File: config.mk
export PLATFORM = sky130hd
export DESIGN_NAME = bpf_framer
export DESIGN_NICKNAME = d
export VERILOG_FILES = /design/src/core/bpf_pkg.sv /design/src/core/bpf_byte_buf.sv /design/src/core/bpf_framer.sv
export SDC_FILE = /design/constraint.sdc
export NUM_CORES = 1
export LEC_CHECK = 0
export ABC_AREA = 1
export ABC_CLOCK_PERIOD_IN_PS = 3510
export BUFFER_PORTS_ARGS = -buffer_cell sky130_fd_sc_hd__buf_2
export CAP_MARGIN = 5
export CORE_MARGIN = 3
export CORE_UTILIZATION = 25
export DETAILED_ROUTE_END_ITERATION = 8
export HOLD_SLACK_MARGIN = 0.12
export SYNTH_ARGS = -nofsm -noshare
export SYNTH_HDL_FRONTEND = slang
export SYNTH_SLANG_ARGS = --single-unit
File: constraint.sdc
create_clock -name mclk -period 3.51 [get_ports mclk]
set_input_delay 0.702 -clock mclk [delete_from_list [all_inputs] [get_ports mclk]]
set_output_delay 0.702 -clock mclk [all_outputs]
set_load 0.05 [all_outputs]
File: src/core/bpf_pkg.sv
// constants and types for the biosignal uart packet framer
// assumes one 100 MHz clock and a synchronous active-high reset
// Contract
// - header, payload, then checksum, sent as bytes
// - each byte: start, eight data, one stop
// - header is 0xaa 0xaa then length byte
// - length byte counts the payload bytes exactly
// - checksum is inverted low byte of sum
// - payload is back-to-back records, all consumed
// - leading 0x55 bytes give the extension level
// - code byte is never 0x55 or 0xaa
// - codes below 0x80 carry one data byte
// - codes from 0x80 carry a length byte
// - level 0 code 0x02 is signal quality
// - level 0 code 0x03 is heart rate
// - level 0 code 0x80, length 2, raw sample
package bpf_pkg;
    // framing byte values
    localparam logic [7:0] SYNC_BYTE           = 8'haa;
    localparam logic [7:0] EXTENSION_PREFIX_BYTE = 8'h55;
    localparam logic [7:0] PAYLOAD_BYTE_COUNT  = 8'h08;
    localparam logic [7:0] CODE_QUALITY        = 8'h02;
    localparam logic [7:0] CODE_HEART          = 8'h03;
    localparam logic [7:0] CODE_RAW            = 8'h80;
    localparam logic [7:0] RAW_LEN             = 8'h02;
    localparam logic [7:0] LONG_CODE_MIN       = 8'h80;
    // position of each byte inside the packet
    localparam logic [3:0] IDX_SYNC0 = 4'h0;
    localparam logic [3:0] IDX_SYNC1 = 4'h1;
    localparam logic [3:0] IDX_LEN   = 4'h2;
    localparam logic [3:0] IDX_QCODE = 4'h3;
    localparam logic [3:0] IDX_QDATA = 4'h4;
    localparam logic [3:0] IDX_HCODE = 4'h5;
    localparam logic [3:0] IDX_HDATA = 4'h6;
    localparam logic [3:0] IDX_RCODE = 4'h7;
    localparam logic [3:0] IDX_RLEN  = 4'h8;
    localparam logic [3:0] IDX_RHI   = 4'h9;
    localparam logic [3:0] IDX_RLO   = 4'ha;
    localparam logic [3:0] IDX_CKSUM = 4'hb;
    // serial timing: bit time rounded down to whole cycles
    localparam int CLK_HZ    = 100_000_000;
    localparam int BAUD_RATE = 57600;
    localparam logic [10:0] BIT_CYCLES = 11'(CLK_HZ / BAUD_RATE);
    localparam logic [3:0]  LAST_BIT   = 4'h9;
    localparam logic [1:0]  BUF_DEPTH  = 2'h2;

    typedef enum logic {PH_IDLE, PH_SEND} bpf_phase_t;

    typedef struct packed {
        bpf_phase_t  phase;
        logic [3:0]  idx;
        logic [7:0]  sum;
        logic [7:0]  quality;
        logic [7:0]  heart;
        logic [15:0] raw;
        logic        txBusy;
        logic [9:0]  shift;
        logic [3:0]  bitCnt;
        logic [10:0] baudCnt;
        logic        txd;
    } bpf_frm_state_t;

    typedef struct packed {
        logic [1:0][7:0] mem;
        logic            wrPtr;
        logic            rdPtr;
        logic [1:0]      count;
    } bpf_buf_state_t;
endpackage : bpf_pkg

File: src/core/bpf_byte_buf.sv
// two-entry byte buffer with valid/ready on both sides
// assumes the filler and drainer share mclk with the buffer
`timescale 1ns/1ps
`default_nettype none
module bpf_byte_buf (
    input  wire logic       mclk,
    input  wire logic       rst,
    input  wire logic       inValid,
    output logic            inReady,
    input  wire logic [7:0] inData,
    output logic            outValid,
    input  wire logic       outReady,
    output logic [7:0]      outData
);
    import bpf_pkg::*;

    bpf_buf_state_t s_r;
    bpf_buf_state_t s_nxt;
    logic           push;
    logic           pop;

    // handshakes straight from the occupancy count
    assign inReady  = (s_r.count != BUF_DEPTH);
    assign outValid = (s_r.count != 2'h0);
    assign outData  = s_r.mem[s_r.rdPtr];
    assign push     = inValid && inReady;
    assign pop      = outValid && outReady;

    // next state: write, read and count update
    always_comb begin
        s_nxt = s_r;
        if (push) begin
            s_nxt.mem[s_r.wrPtr] = inData;
            s_nxt.wrPtr = ~s_r.wrPtr;
        end
        if (pop) begin
            s_nxt.rdPtr = ~s_r.rdPtr;
        end
        if (push && !pop) begin
            s_nxt.count = s_r.count + 2'h1;
        end else if (pop && !push) begin
            s_nxt.count = s_r.count - 2'h1;
        end
    end

    // state register
    always_ff @(posedge mclk) begin
        if (rst) begin
            s_r <= '0;
        end else begin
            s_r <= s_nxt;
        end
    end
endmodule : bpf_byte_buf
`default_nettype wire

File: src/core/bpf_framer.sv
// packet framer: turns one set of readings into a serial packet
// assumes readings are offered with a valid/ready handshake on mclk
// assumes the bit time is set by BIT_TIME, in cycles of mclk
`timescale 1ns/1ps
`default_nettype none
module bpf_framer #(
    // cycles per serial bit; a bench may shorten it to keep runs brief,
    // hardware keeps the package value for the line's real baud rate
    parameter logic [10:0] BIT_TIME = bpf_pkg::BIT_CYCLES
) (
    input  wire logic        mclk,
    input  wire logic        rst,
    input  wire logic        recValid,
    output logic             recReady,
    input  wire logic [7:0]  recQuality,
    input  wire logic [7:0]  recHeartRate,
    input  wire logic [15:0] recRaw,
    output logic             txd,
    output logic             busy
);
    import bpf_pkg::*;

    localparam bpf_frm_state_t RST_STATE = '{
        phase: PH_IDLE, txd: 1'b1, default: '0};

    bpf_frm_state_t s_r;
    bpf_frm_state_t s_nxt;
    logic [7:0]     curByte;
    logic           bufInValid;
    logic           bufInReady;
    logic           bufOutValid;
    logic           bufOutReady;
    logic [7:0]     bufOutData;
    logic           push;
    logic           pop;
    logic           inPayload;

    // byte at the current packet position
    always_comb begin
        case (s_r.idx)
            IDX_SYNC0: curByte = SYNC_BYTE;
            IDX_SYNC1: curByte = SYNC_BYTE;
            IDX_LEN:   curByte = PAYLOAD_BYTE_COUNT;
            IDX_QCODE: curByte = CODE_QUALITY;
            IDX_QDATA: curByte = s_r.quality;
            IDX_HCODE: curByte = CODE_HEART;
            IDX_HDATA: curByte = s_r.heart;
            IDX_RCODE: curByte = CODE_RAW;
            IDX_RLEN:  curByte = RAW_LEN;
            IDX_RHI:   curByte = s_r.raw[15:8];
            IDX_RLO:   curByte = s_r.raw[7:0];
            IDX_CKSUM: curByte = ~s_r.sum;
            default:   curByte = 8'h00;
        endcase
    end

    // records at level 0 follow each other with no prefix bytes
    assign inPayload  = (s_r.idx >= IDX_QCODE) && (s_r.idx <= IDX_RLO);
    // the packer offers a byte every cycle while a packet is open
    assign bufInValid = (s_r.phase == PH_SEND);
    assign push       = bufInValid && bufInReady;
    assign bufOutReady = !s_r.txBusy;
    assign pop        = bufOutValid && bufOutReady;
    // new readings wait until the checksum has left the packer; the old
    // packet may still be draining through the buffer and serialiser
    assign recReady   = (s_r.phase == PH_IDLE);
    assign txd        = s_r.txd;
    assign busy       = (s_r.phase == PH_SEND) || s_r.txBusy || bufOutValid;

    // byte path to the serialiser; a stalled serialiser stalls the packer
    bpf_byte_buf u_buf (
        .mclk     (mclk),
        .rst      (rst),
        .inValid  (bufInValid),
        .inReady  (bufInReady),
        .inData   (curByte),
        .outValid (bufOutValid),
        .outReady (bufOutReady),
        .outData  (bufOutData)
    );

    // next state: packet sequencer and serialiser
    always_comb begin
        s_nxt = s_r;
        // take a new set of readings only between packets
        if (recValid && recReady) begin
            s_nxt.phase   = PH_SEND;
            s_nxt.idx     = IDX_SYNC0;
            s_nxt.sum     = 8'h00;
            s_nxt.quality = recQuality;
            s_nxt.heart   = recHeartRate;
            s_nxt.raw     = recRaw;
        end
        // walk header, payload, checksum in order
        if (push) begin
            if (inPayload) begin
                s_nxt.sum = s_r.sum + curByte;
            end
            if (s_r.idx == IDX_CKSUM) begin
                s_nxt.phase = PH_IDLE;
            end else begin
                s_nxt.idx = s_r.idx + 4'h1;
            end
        end
        // serial frame: start bit low, lsb first, stop bit high
        // the stop bit stands one cycle longer than the others, since the
        // next byte is only popped once the busy flag has cleared
        if (pop) begin
            s_nxt.txBusy  = 1'b1;
            s_nxt.shift   = {1'b1, bufOutData, 1'b0};
            s_nxt.bitCnt  = 4'h0;
            s_nxt.baudCnt = 11'h000;
            s_nxt.txd     = 1'b0;
        end else if (s_r.txBusy) begin
            if (s_r.baudCnt == BIT_TIME - 11'h001) begin
                s_nxt.baudCnt = 11'h000;
                if (s_r.bitCnt == LAST_BIT) begin
                    s_nxt.txBusy = 1'b0;
                    s_nxt.txd    = 1'b1;
                end else begin
                    s_nxt.bitCnt = s_r.bitCnt + 4'h1;
                    s_nxt.shift  = {1'b1, s_r.shift[9:1]};
                    s_nxt.txd    = s_r.shift[1];
                end
            end else begin
                s_nxt.baudCnt = s_r.baudCnt + 11'h001;
            end
        end
    end

    // state register
    always_ff @(posedge mclk) begin
        if (rst) begin
            s_r <= RST_STATE;
        end else begin
            s_r <= s_nxt;
        end
    end
endmodule : bpf_framer
`default_nettype wire

==> results.md, run 1 <==
* Clock period minus worst slack at 2.75 ns
* Yosys warns at 0
* Port bufs at 37
* Die H at 143 um
* Worst-Skew Late Latency at 0.35 ns
* Ranking of synthesized cells by area: dfxtp_1 (39%), nand2_1 (8.2%), nor2_1 (8.2%), inv_1 (6.1%), o21ai_0 (5.9%)
* Gate Count Post-Synth at 647
* Max Cap Violations at 0
* Final setup TNS at 0 ns
* Die area at 20300 um^2
* CP endpoint kind: flop
* Post-Synthesis Net Count at 699
* Final period util at 78.4%
* Largest family of logic cells by synthesized area: simple AND/OR/NAND/NOR gates
* Hold buffers post-CTS at 0
* Yosys reg bits at 91
* CORE AREA at 18100 um^2
* RSZ-0062 raised after global routing: false
* Synth Area in XOR/XNOR at 1.50%
* Multiplexer share of the synthesized area at 0.215%
* Netlist Area Pre-Place at 4660 um^2
* H-Tree Depth at 3
* Post-CTS Setup Bufs at 0
* Antenna Cells at 0
* Fraction of layout cells with a size suffix above 1 at 14.2%
* EDFF count, synth at 0
* I/O pin total at 38
* Compound-Gate Fraction of Synth Area at 16.5%
* Power Density at 600 nW/um^2
* Row count at 49
* Hold Vio Cnt, Final at 0
* First drt pass iteration count at 5
* Final setup margin at 0.759 ns
* Via count at 4013
* Multi-input logic area at 2380 um^2
* Vias in the first global route at 3816
* Resized Gates After CTS at 0
* Largest net degree at the start of global routing at 45
* Worst-Margin Slew at 0.537 ns
* Crit path cell chain: ha_1, nand3_2, or2_2, nand3_1, nor4_2, inv_1, ha_1, inv_1, fa_1, inv_1, nand4_1, a31o_2, nand3_1, nand2_1, inv_1
* GPL Wtd Cong at 0.856
* CP Data Arrival Time at 3.05 ns
* Clock Skew at 0.0131 ns
* Post-synthesis simple-gate area fraction at 28.1%
* Pleak at 2.27 nW
* Area occupied by registers at 1820 um^2
* Place WS at 0.774 ns
* Dominant synthesized flop cell: dfxtp_1
* Clock Sinks at 91
* Outcome: completed
* Clock-pin slew on the worst setup and hold paths at 0.07 ns
* Fin. max-slew vios at 0
* Crit-path max cell delay at 0.41 ns
* Overflow after GRT at 0
* DP Wirelength at 7.81 mm
* Fmax at 363 MHz
* Initial antenna violation count at 0
* Final wirelength at 10.4 mm
* Worst-path maximum fanout at 9
* # fillers at 2030
* Drt wl/cell at 11.4 um
* Initial core utilization at 25.7%
* Hold Path Class: flop to flop
* DRT iter0 DRCs at 152
* Area Growth Syn to Fin at 14.3%
* Antenna viol nets, final at 0
* Post-Syn Area per Cell at 7.21 um^2
* Gr usage total at 10.9%
* Most frequent cells in the layout: nor2_1 (102), nand2_1 (102), dfxtp_1 (91)
* Mean number of vias per cell at 4.41
* CP required at 3.81 ns
* Met3 routed WL at 363 um
* Synth area leader: dfxtp_1
* CTS max path bufs at 2
* Routed wl met2 at 4.61 mm
* Slowest cell on crit path: dfxtp_1
* Setup violators final at 0
* Yosys top cell area share at 39.1%
* Worst Path Class, Setup: flop to flop
* # nets final at 729
* Seq/Total Area, Yosys at 39.1%
* Clock tree from TritonCTS: yes
* Metal-1 WL at 5.30 mm
* VDD IR max at 0.000273 V
* Max Used Layer: met4
* Post-synth ARST share at 0%
* CP most frequent cell: inv_1
* Rel. slew slack at 64.2%
* Die Wd at 143 um
* CTS buffer count at 9
* CTS root buf: clkbuf_16
* First-pass GRT wire length at 18.2 mm
* Synth cell types at 50
* CP Launch Type: flop
* Synth Area in Adders at 4.72%
* Post-route DRC violation count at 0
-- cell usage after synthesis (2+ instances only) --
library cell	number
nor4_2	2
inv_2	11
buf_2	3
o21ai_0	55
o211ai_1	4
or2_2	2
ha_1	16
nor2_2	5
nand2_1	102
a31oi_1	5
a211oi_1	3
nand3_1	31
o21ai_1	11
nand4_1	18
a21oi_1	38
a21oi_2	4
nor2_1	102
a22o_1	3
buf_6	4
xor2_1	7
o21bai_1	2
dfxtp_1	91
inv_4	2
clkbuf_1	14
nor2_8	2
nor2_4	4
nor3_1	6
inv_1	76
nor3b_1	2
nor4_1	2
-- cell type report --
type | instances | area share [%]
Timing Repair Buffer | 41 | 4.04
Multi-Input combinational cell | 445 | 44.7
Sequential cell | 91 | 34.2
Inverter | 89 | 6.36
Tap cell | 229 | 5.37
Clock buffer | 10 | 4.29
Clock inverter | 6 | 1.06
-- worst max-delay path, delay by kind of cell, from the launching register on --
family	cells	cell delay, ns
AND/OR/NAND/NOR	7	0.92
buffers and inverters	4	0.26
flip-flops	1	0.41
adder cells (fa/ha/maj)	3	0.85
AO/OA/AOI/OAI	1	0.26
-- registers in the layout (all words and copies together) (netlist names) --
signal      flops
s_r            69
bufInValid      1
u_buf.s_r      20
txd             1
-- kinds of logic after synthesis --
group / count (synthesis)
compound gates: 134
xor+xnor: 8
fa+ha+maj: 17
buf+inv: 111
flops: 91
mux: 1
simple gates: 285
-- through the flow --
| step | hold slack (ns) | util [%] | cells | total power (W) | cell area, um^2 |
|---|---|---|---|---|---|
| global route | 0.487 | 29.4 | 911 | 0.00344 | 5330 |
| global placement | 0.444 | 27.8 | 895 | 0.00228 | 5050 |
| floorplan | 0.426 | - | 647 | 0.00208 | 4660 |
| CTS | 0.456 | 29.4 | 911 | 0.00325 | 5330 |
| detailed placement | 0.446 | 27.8 | 895 | 0.00229 | 5050 |
| finish | 0.453 | 29.4 | 911 | 0.00320 | 5330 |
-- path summary, 6_finish.rpt --
| kind | depth (start not counted) | from | to | slack [ns] |
|---|---|---|---|---|
| worst max-delay path | 15 | s_r[68] | s_r[65] | 0.76 |
| worst min-delay path | 2 | u_buf.s_r[19] | u_buf.s_r[19] | 0.45 |
| worst max register to register | 15 | s_r[68] | s_r[65] | 0.76 |
| worst min register to register | 2 | u_buf.s_r[19] | u_buf.s_r[19] | 0.45 |
-- metal layers --
metal,global-route usage [%],vias up
met5,0,-
met4,3.75,0
met3,2.59,6
met2,17.4,61
met1,14.4,1771
li1,-,2175
-- report_power, final --
group | total [W] | switching (W) | leakage, nW | internal (W)
registers | 0.00133 | 0.000135 | 0.746 | 0.00119
clock network | 0.000946 | 0.000449 | 0.138 | 0.000497
logic | 0.000923 | 0.000607 | 1.39 | 0.000316
total | 0.00320 | 0.00119 | 2.27 | 0.00201
Note: power is estimated with default switching activity, not from simulation.
==> run 2: changes to the inputs <==
- ABC_AREA: 1 -> 0
- ABC_CLOCK_PERIOD_IN_PS: 3510 -> 2500
- clock period: 3.51 -> 2.5 ns (I/O delays scaled with it)
==> run 2 against run 1 <==
Critical path depth shrank 2. Design area up 3.1%. The flow now finishes with violations (setup timing). Count of clock-buffer cells in the layout unchanged. Sequential power increased by 32%.
==> results.md, run 2 <==
* Rel. slew slack at 57.0% (was 64.2%)
* Dominant synthesized flop cell: dfxtp_1 (unchanged)
* # nets final at 642 (was 729)
* Die H at 137 um (was 143 um)
* Slowest cell on crit path: dfxtp_4 (was dfxtp_1)
* CTS root buf: clkbuf_16 (unchanged)
* CP endpoint kind: flop (unchanged)
* Worst-path maximum fanout at 7 (was 9)
* I/O pin total at 38 (unchanged)
* Worst Path Class, Setup: flop to flop (unchanged)
* Clock Skew at 0.00957 ns (was 0.0131 ns)
* Area Growth Syn to Fin at 27.3% (was 14.3%)
* Initial antenna violation count at 0 (unchanged)
* First-pass GRT wire length at 16.9 mm (was 18.2 mm)
* Mean number of vias per cell at 4.53 (was 4.41)
* Most common cell after layout, fill and taps aside: dfxtp_1
* Port bufs at 37 (unchanged)
* Yosys top cell area share at 42.2% (was 39.1%)
* CP top delay family: compound AO/OA/AOI/OAI gates (was simple AND/OR/NAND/NOR gates)
* First drt pass iteration count at 4 (was 5)
* Gate Count Post-Synth at 529 (was 647)
* Fmax at 390 MHz (was 363 MHz)
* Yosys reg bits at 91 (unchanged)
* Setup violators final at 4 (was 0)
* Clock-pin slew on the worst setup and hold paths at 0.07 ns (about the same)
* Die area at 18900 um^2 (was 20300 um^2)
* Antenna viol nets, final at 0 (unchanged)
* EDFF count, synth at 0 (unchanged)
* Antenna Cells at 0 (unchanged)
* Initial core utilization at 25.8% (was 25.7%)
* Clock tree from TritonCTS: yes (unchanged)
* Cell with the most instances after synthesis: dfxtp_1
* CP required at 2.77 ns (was 3.81 ns)
* Synth area leader: dfxtp_1 (unchanged)
* Outcome: finished, violations left (was completed)
* Final setup margin at -0.0609 ns (was 0.759 ns)
* Final instance area at 5500 um^2 (was 5330 um^2)
* GPL Wtd Cong at 0.863 (was 0.856)
* H-Tree Depth at 3 (unchanged)
* CP Launch Type: flop (unchanged)
* Worst-Skew Late Latency at 0.35 ns (about the same)
* Fraction of layout cells with a size suffix above 1 at 24.7% (was 14.2%)
* Top flop regs: s_r x69, u_buf.s_r x20 (unchanged)
* Clock period minus worst slack at 2.56 ns (was 2.75 ns)
* Via count at 3690 (was 4013)
* Largest net degree at the start of global routing at 78 (was 45)
* Crit path cell chain: inv_4, ha_4, buf_6, buf_4, a221oi_4, o22ai_2, ha_1, o21ai_2, o211ai_1, nand2_1, xnor2_1, or3_1, a31oi_1 (was ha_1, nand3_2, or2_2, nand3_1, nor4_2, inv_1, ha_1, inv_1, fa_1, inv_1, nand4_1, a31o_2, nand3_1, nand2_1, inv_1)
* Post-route DRC violation count at 0 (unchanged)
* Final wirelength at 10.5 mm (was 10.4 mm)
* Seq/Total Area, Yosys at 42.2% (was 39.1%)
* Drt wl/cell at 12.8 um (was 11.4 um)
* Vias in the first global route at 3411 (was 3816)
* Hold Path Class: primary input to flop (was flop to flop)
* VDD IR max at 0.000353 V (was 0.000273 V)
* DRT iter0 DRCs at 228 (was 152)
* Power Density at 720 nW/um^2 (was 600 nW/um^2)
* Max Cap Violations at 0 (unchanged)
* CTS buffer count at 9 (unchanged)
* Fin. max-slew vios at 0 (unchanged)
* CORE AREA at 16800 um^2 (was 18100 um^2)
* Most frequent cells in the layout: dfxtp_1 (88), nand2_1 (85), nor2_1 (55) (was nor2_1 (102), nand2_1 (102), dfxtp_1 (91))
* Ranking of synthesized cells by area: dfxtp_1 (42%), nand2_1 (7.4%), a21oi_1 (6.6%), a211oi_1 (5.7%), nor2_1 (4.8%) (was dfxtp_1 (39%), nand2_1 (8.2%), nor2_1 (8.2%), inv_1 (6.1%), o21ai_0 (5.9%))
* Synth cell types at 49 (was 50)
* RSZ-0062 raised after global routing: true (was false)
* Most instantiated cells after synthesis: dfxtp_1 (91), nand2_1 (85), a21oi_1 (57), nor2_1 (55), a211oi_1 (33) (was nand2_1 (102), nor2_1 (102), dfxtp_1 (91), inv_1 (76), o21ai_0 (55))
* Hold buffers post-CTS at 0 (unchanged)
* Clock Sinks at 91 (unchanged)
* Worst-Margin Slew at 0.645 ns (was 0.537 ns)
* Max reg flops at 69 (unchanged)
* Largest register by flop count: s_r (unchanged)
* CP Buf/Inv Count at 3 (was 4)
* Die Wd at 137 um (was 143 um)
* Netlist Area Pre-Place at 4320 um^2 (was 4660 um^2)
* DP Wirelength at 7.09 mm (was 7.81 mm)
* CP Data Arrival Time at 2.83 ns (was 3.05 ns)
* Place WS at -0.139 ns (was 0.774 ns)
* Failing checks: setup timing
* Final period util at 102% (was 78.4%)
* Gr usage total at 11.3% (was 10.9%)
* Post-synth ARST share at 0% (unchanged)
* Yosys warns at 0 (unchanged)
* Post-Syn Area per Cell at 8.16 um^2 (was 7.21 um^2)
* Crit-path max cell delay at 0.39 ns (was 0.41 ns)
* Post-Synthesis Net Count at 581 (was 699)
* Row count at 47 (was 49)
* CTS max path bufs at 2 (unchanged)
* Hold Vio Cnt, Final at 0 (unchanged)
* Post-placement cell area at 4970 um^2 (was 5050 um^2)
* Overflow after GRT at 0 (unchanged)
* Pleak at 2.12 nW (was 2.27 nW)
==> run 2: cells by family after synthesis <==
logic type	after synthesis	synth area share, %
DFF	91	42.2
and+or+nand+nor	201	20.8
muxes	10	2.32
buffers and inverters	54	5.65
adders and majority gates	17	5.10
AOI/OAI and AO/OA	136	19.8
xor gates and xnor gates	20	4.06
==> run 2: tightest hold or removal path: cells and delay by family <==
| family | cells | cell delay, ns |
|---|---|---|
| buffers and inverters | 1 | 0.09 |
| AOI/OAI and AO/OA | 1 | 0.05 |
| and+or+nand+nor | 1 | 0.04 |
==> run 2: report_power, final <==
part / switching, W / internal [W] / total (W) / leakage, nW
clock network: 0.000601 / 0.000710 / 0.00131 / 0.136
registers: 0.000139 / 0.00162 / 0.00176 / 0.746
logic: 0.000504 / 0.000381 / 0.000885 / 1.24
total: 0.00124 / 0.00271 / 0.00396 / 2.12
==> run 2: final timing paths <==
| kind | slack, ns | endpoint | depth (start not counted) | start |
|---|---|---|---|---|
| max | -0.06 | s_r[66] | 13 | s_r[67] |
| min | 0.38 | s_r[31] | 3 | recRaw[4] |
| max reg2reg | -0.06 | s_r[66] | 13 | s_r[67] |
| min reg2reg | 0.45 | s_r[52] | 2 | s_r[52] |
==> run 2: layout make-up <==
class	count	area (um^2)
Clock inverter	6	46.3
Inverter	20	80.1
Multi-Input combinational cell	384	2450
Clock buffer	10	239
Tap cell	220	275
Sequential cell	91	1830
Timing Repair Buffer	84	571
Fill cell	1785	11300
==> run 2: what timing repair did <==
action	4_1_cts	5_1_grt
setup endpoints to repair	4	5
pin swaps	12	8
gates resized for setup	23	17
gates cloned	0	0
buffers inserted	5	6
endpoints found under the hold margin	0	0
==> run 2: layer usage <==
layer | GRT usage, % | part of all wire [%] | vias up | wire (um)
met5 | 0 | 0 | - | 0
met4 | 3.77 | 1.8 | 0 | 185
met3 | 2.74 | 4.3 | 13 | 454
met2 | 17.6 | 46 | 75 | 4780
met1 | 15.3 | 48 | 1661 | 5050
li1 | - | - | 1941 | -
==> run 2: through the flow <==
step	setup TNS (ns)	utilization [%]	std cells	total power, W	hold WS (ns)
final	-0.127	32.8	815	0.00396	0.383
after global routing	-0.685	32.8	815	0.00419	0.376
after CTS	-0.0152	32.1	809	0.00399	0.373
after detailed placement	-0.320	29.6	788	0.00264	0.446
after global placement	-0.126	29.6	788	0.00263	0.438
after floorplan	-0.0227	-	529	0.00241	0.431
==> run 3: changes to the inputs <==
- CORE_MARGIN: 3 -> 2
==> run 3 against run 2 <==
Critical endpoint is now s_r[65]. Clock power fell by 4%. The flow still finishes with violations (setup timing). Via count up 3.2%. Largest power group unchanged. Total power fell by 0.20%.
==> results.md, run 3 (synthesis gave the netlist of run 2 again) <==
* Final setup margin at -0.0579 ns (was -0.0609 ns)
* Gr usage total at 12.2% (was 11.3%)
* Worst-path maximum fanout at 6 (was 7)
* Port bufs at 37 (unchanged)
* Place WS at -0.128 ns (was -0.139 ns)
* Worst-Skew Late Latency at 0.34 ns (was 0.35 ns)
* Routing usage on met2 at 20.3% (was 17.6%)
* Min Hold Slack at 0.391 ns (was 0.383 ns)
* Largest net degree at the start of global routing at 36 (was 78)
* Worst Min Path Start: recHeartRate[0] (was recRaw[4])
* Final period util at 102% (about the same)
* Pleak at 2.16 nW (was 2.12 nW)
* CTS max path bufs at 2 (unchanged)
* DRT iter0 DRCs at 229 (was 228)
* CTS buffer count at 9 (unchanged)
* # nets final at 655 (was 642)
* Post-placement cell area at 4950 um^2 (was 4970 um^2)
* Die H at 135 um (was 137 um)
* Fin. max-slew vios at 0 (unchanged)
* Die area at 18300 um^2 (was 18900 um^2)
* Crit path cell chain: ha_2, inv_1, o21ai_1, a21oi_2, inv_2, ha_4, inv_1, fa_2, nor2b_2, o21ai_1, nand2b_1, a31oi_1, xor2_1, o31ai_1 (was inv_4, ha_4, buf_6, buf_4, a221oi_4, o22ai_2, ha_1, o21ai_2, o211ai_1, nand2_1, xnor2_1, or3_1, a31oi_1)
* Clock-pin slew on the worst setup and hold paths at 0.07 ns (about the same)
* Initial core utilization at 25.2% (was 25.8%)
* Launch point of the worst path: s_r[68] (was s_r[67])
* Fmax at 391 MHz (was 390 MHz)
* Antenna Cells at 0 (unchanged)
* Clock tree from TritonCTS: yes (unchanged)
* Final wirelength at 10.7 mm (was 10.5 mm)
* Antenna viol nets, final at 0 (unchanged)
* Worst R2R Start: s_r[68] (was s_r[67])
* Clock period minus worst slack at 2.56 ns (about the same)
* CP Data Arrival Time at 2.82 ns (was 2.83 ns)
* GR Layer Usage met1 at 15.8% (was 15.3%)
* Clock Sinks at 91 (unchanged)
* Setup violators final at 4 (unchanged)
* RSZ-0062 raised after global routing: true (unchanged)
* Hold Vio Cnt, Final at 0 (unchanged)
* Area Growth Syn to Fin at 30.0% (was 27.3%)
* Drt wl/cell at 12.9 um (was 12.8 um)
* DP Wirelength at 7.22 mm (was 7.09 mm)
* Busiest layer in global routing: met2 (unchanged)
* VDD IR max at 0.000372 V (was 0.000353 V)
* GPL Wtd Cong at 0.891 (was 0.863)
* H-Tree Depth at 3 (unchanged)
* Hold Path Class: primary input to flop (unchanged)
* Most common cell after layout, fill and taps aside: dfxtp_1 (unchanged)
* First-pass GRT wire length at 17.9 mm (was 16.9 mm)
* Via count at 3808 (was 3690)
* Outcome: finished, violations left (unchanged)
* M3 GR Usage at 2.81% (was 2.74%)
* Crit-path max cell delay at 0.38 ns (was 0.39 ns)
* Slowest cell on crit path: dfxtp_4 (unchanged)
* Rel. slew slack at 56.7% (was 57.0%)
* Worst Path Class, Setup: flop to flop (unchanged)
* First drt pass iteration count at 4 (unchanged)
* Max reg flops at 69 (unchanged)
* I/O pin total at 38 (unchanged)
* Failing checks: setup timing (unchanged)
* Clock Skew at 0.00812 ns (was 0.00957 ns)
* CORE AREA at 17100 um^2 (was 16800 um^2)
* Vias in the first global route at 3645 (was 3411)
* Worst-Margin Slew at 0.650 ns (was 0.645 ns)
* Fraction of layout cells with a size suffix above 1 at 26.3% (was 24.7%)
* Hold buffers post-CTS at 0 (unchanged)
* Max Cap Violations at 0 (unchanged)
* Mean number of vias per cell at 4.57 (was 4.53)
* Most frequent cells in the layout: dfxtp_1 (88), nand2_1 (85), nor2_1 (54), buf_4 (54), a21oi_1 (50) (was dfxtp_1 (88), nand2_1 (85), nor2_1 (55))
* CP Launch Type: flop (unchanged)
* Power Density at 703 nW/um^2 (was 720 nW/um^2)
* Overflow after GRT at 0 (unchanged)
* Top flop regs: s_r x69, u_buf.s_r x20 (unchanged)
* CP required at 2.76 ns (was 2.77 ns)
* Die Wd at 135 um (was 137 um)
* Final instance area at 5610 um^2 (was 5500 um^2)
* Post-route DRC violation count at 0 (unchanged)
* Total Power at 0.00395 W (was 0.00396 W)
* CTS root buf: clkbuf_16 (unchanged)
* Final Util at 32.8% (about the same)
* CP endpoint kind: flop (unchanged)
* Largest register by flop count: s_r (unchanged)
* Row count at 48 (was 47)
* Initial antenna violation count at 0 (unchanged)
## run 3: what timing repair did
item                       4_1_cts  5_1_grt
setup endpoints to repair        4        8
pin swaps                       21       29
buffers inserted                19        7
gates resized for setup         24       26
cloned                           0        0
## run 3: critical path: cells and delay by family (launching register included)
family | cells | cell delay, ns
compound gates | 5 | 0.69
xor+xnor | 1 | 0.17
fa+ha+maj | 3 | 0.74
buf+inv | 3 | 0.24
flops | 1 | 0.38
simple gates | 2 | 0.27
## run 3: final timing paths
path / endpoint / slack, ns / cells past startpoint
setup / recovery: s_r[65] / -0.06 / 14
hold / removal: s_r[43] / 0.39 / 3
setup reg to reg: s_r[65] / -0.06 / 14
hold reg to reg: s_r[44] / 0.46 / 2
## run 3: per-stage QoR
step | setup TNS, ns | cells
global route | -0.803 | 833
finish | -0.161 | 833
floorplan | -0.0227 | 529
global placement | -0.130 | 792
CTS | -0.0842 | 827
detailed placement | -0.248 | 792
## run 3: final cells by class
cell class | instances | area [um^2]
clock buffer | 11 | 233
clock inverter | 5 | 37.5
fill | 1802 | 11500
inverter | 20 | 80.1
multi-input combinational | 384 | 2480
sequential | 91 | 1830
tap | 225 | 282
timing repair buffer | 97 | 667
## run 3: power by group
group / total [W] / internal (W) / switching [W]
sequential: 0.00176 / 0.00162 / 0.000138
clock: 0.00126 / 0.000679 / 0.000578
combinational: 0.000932 / 0.000416 / 0.000516
total: 0.00395 / 0.00272 / 0.00123
## run 3: metal layers
metal  share of wire, %  vias up  routed length, um
li1                   -     1967                  -
met1                 49     1769               5210
met2                 47       59               5000
met3                3.2       13                344
met4                1.6        0                172
met5                  0        -                  0
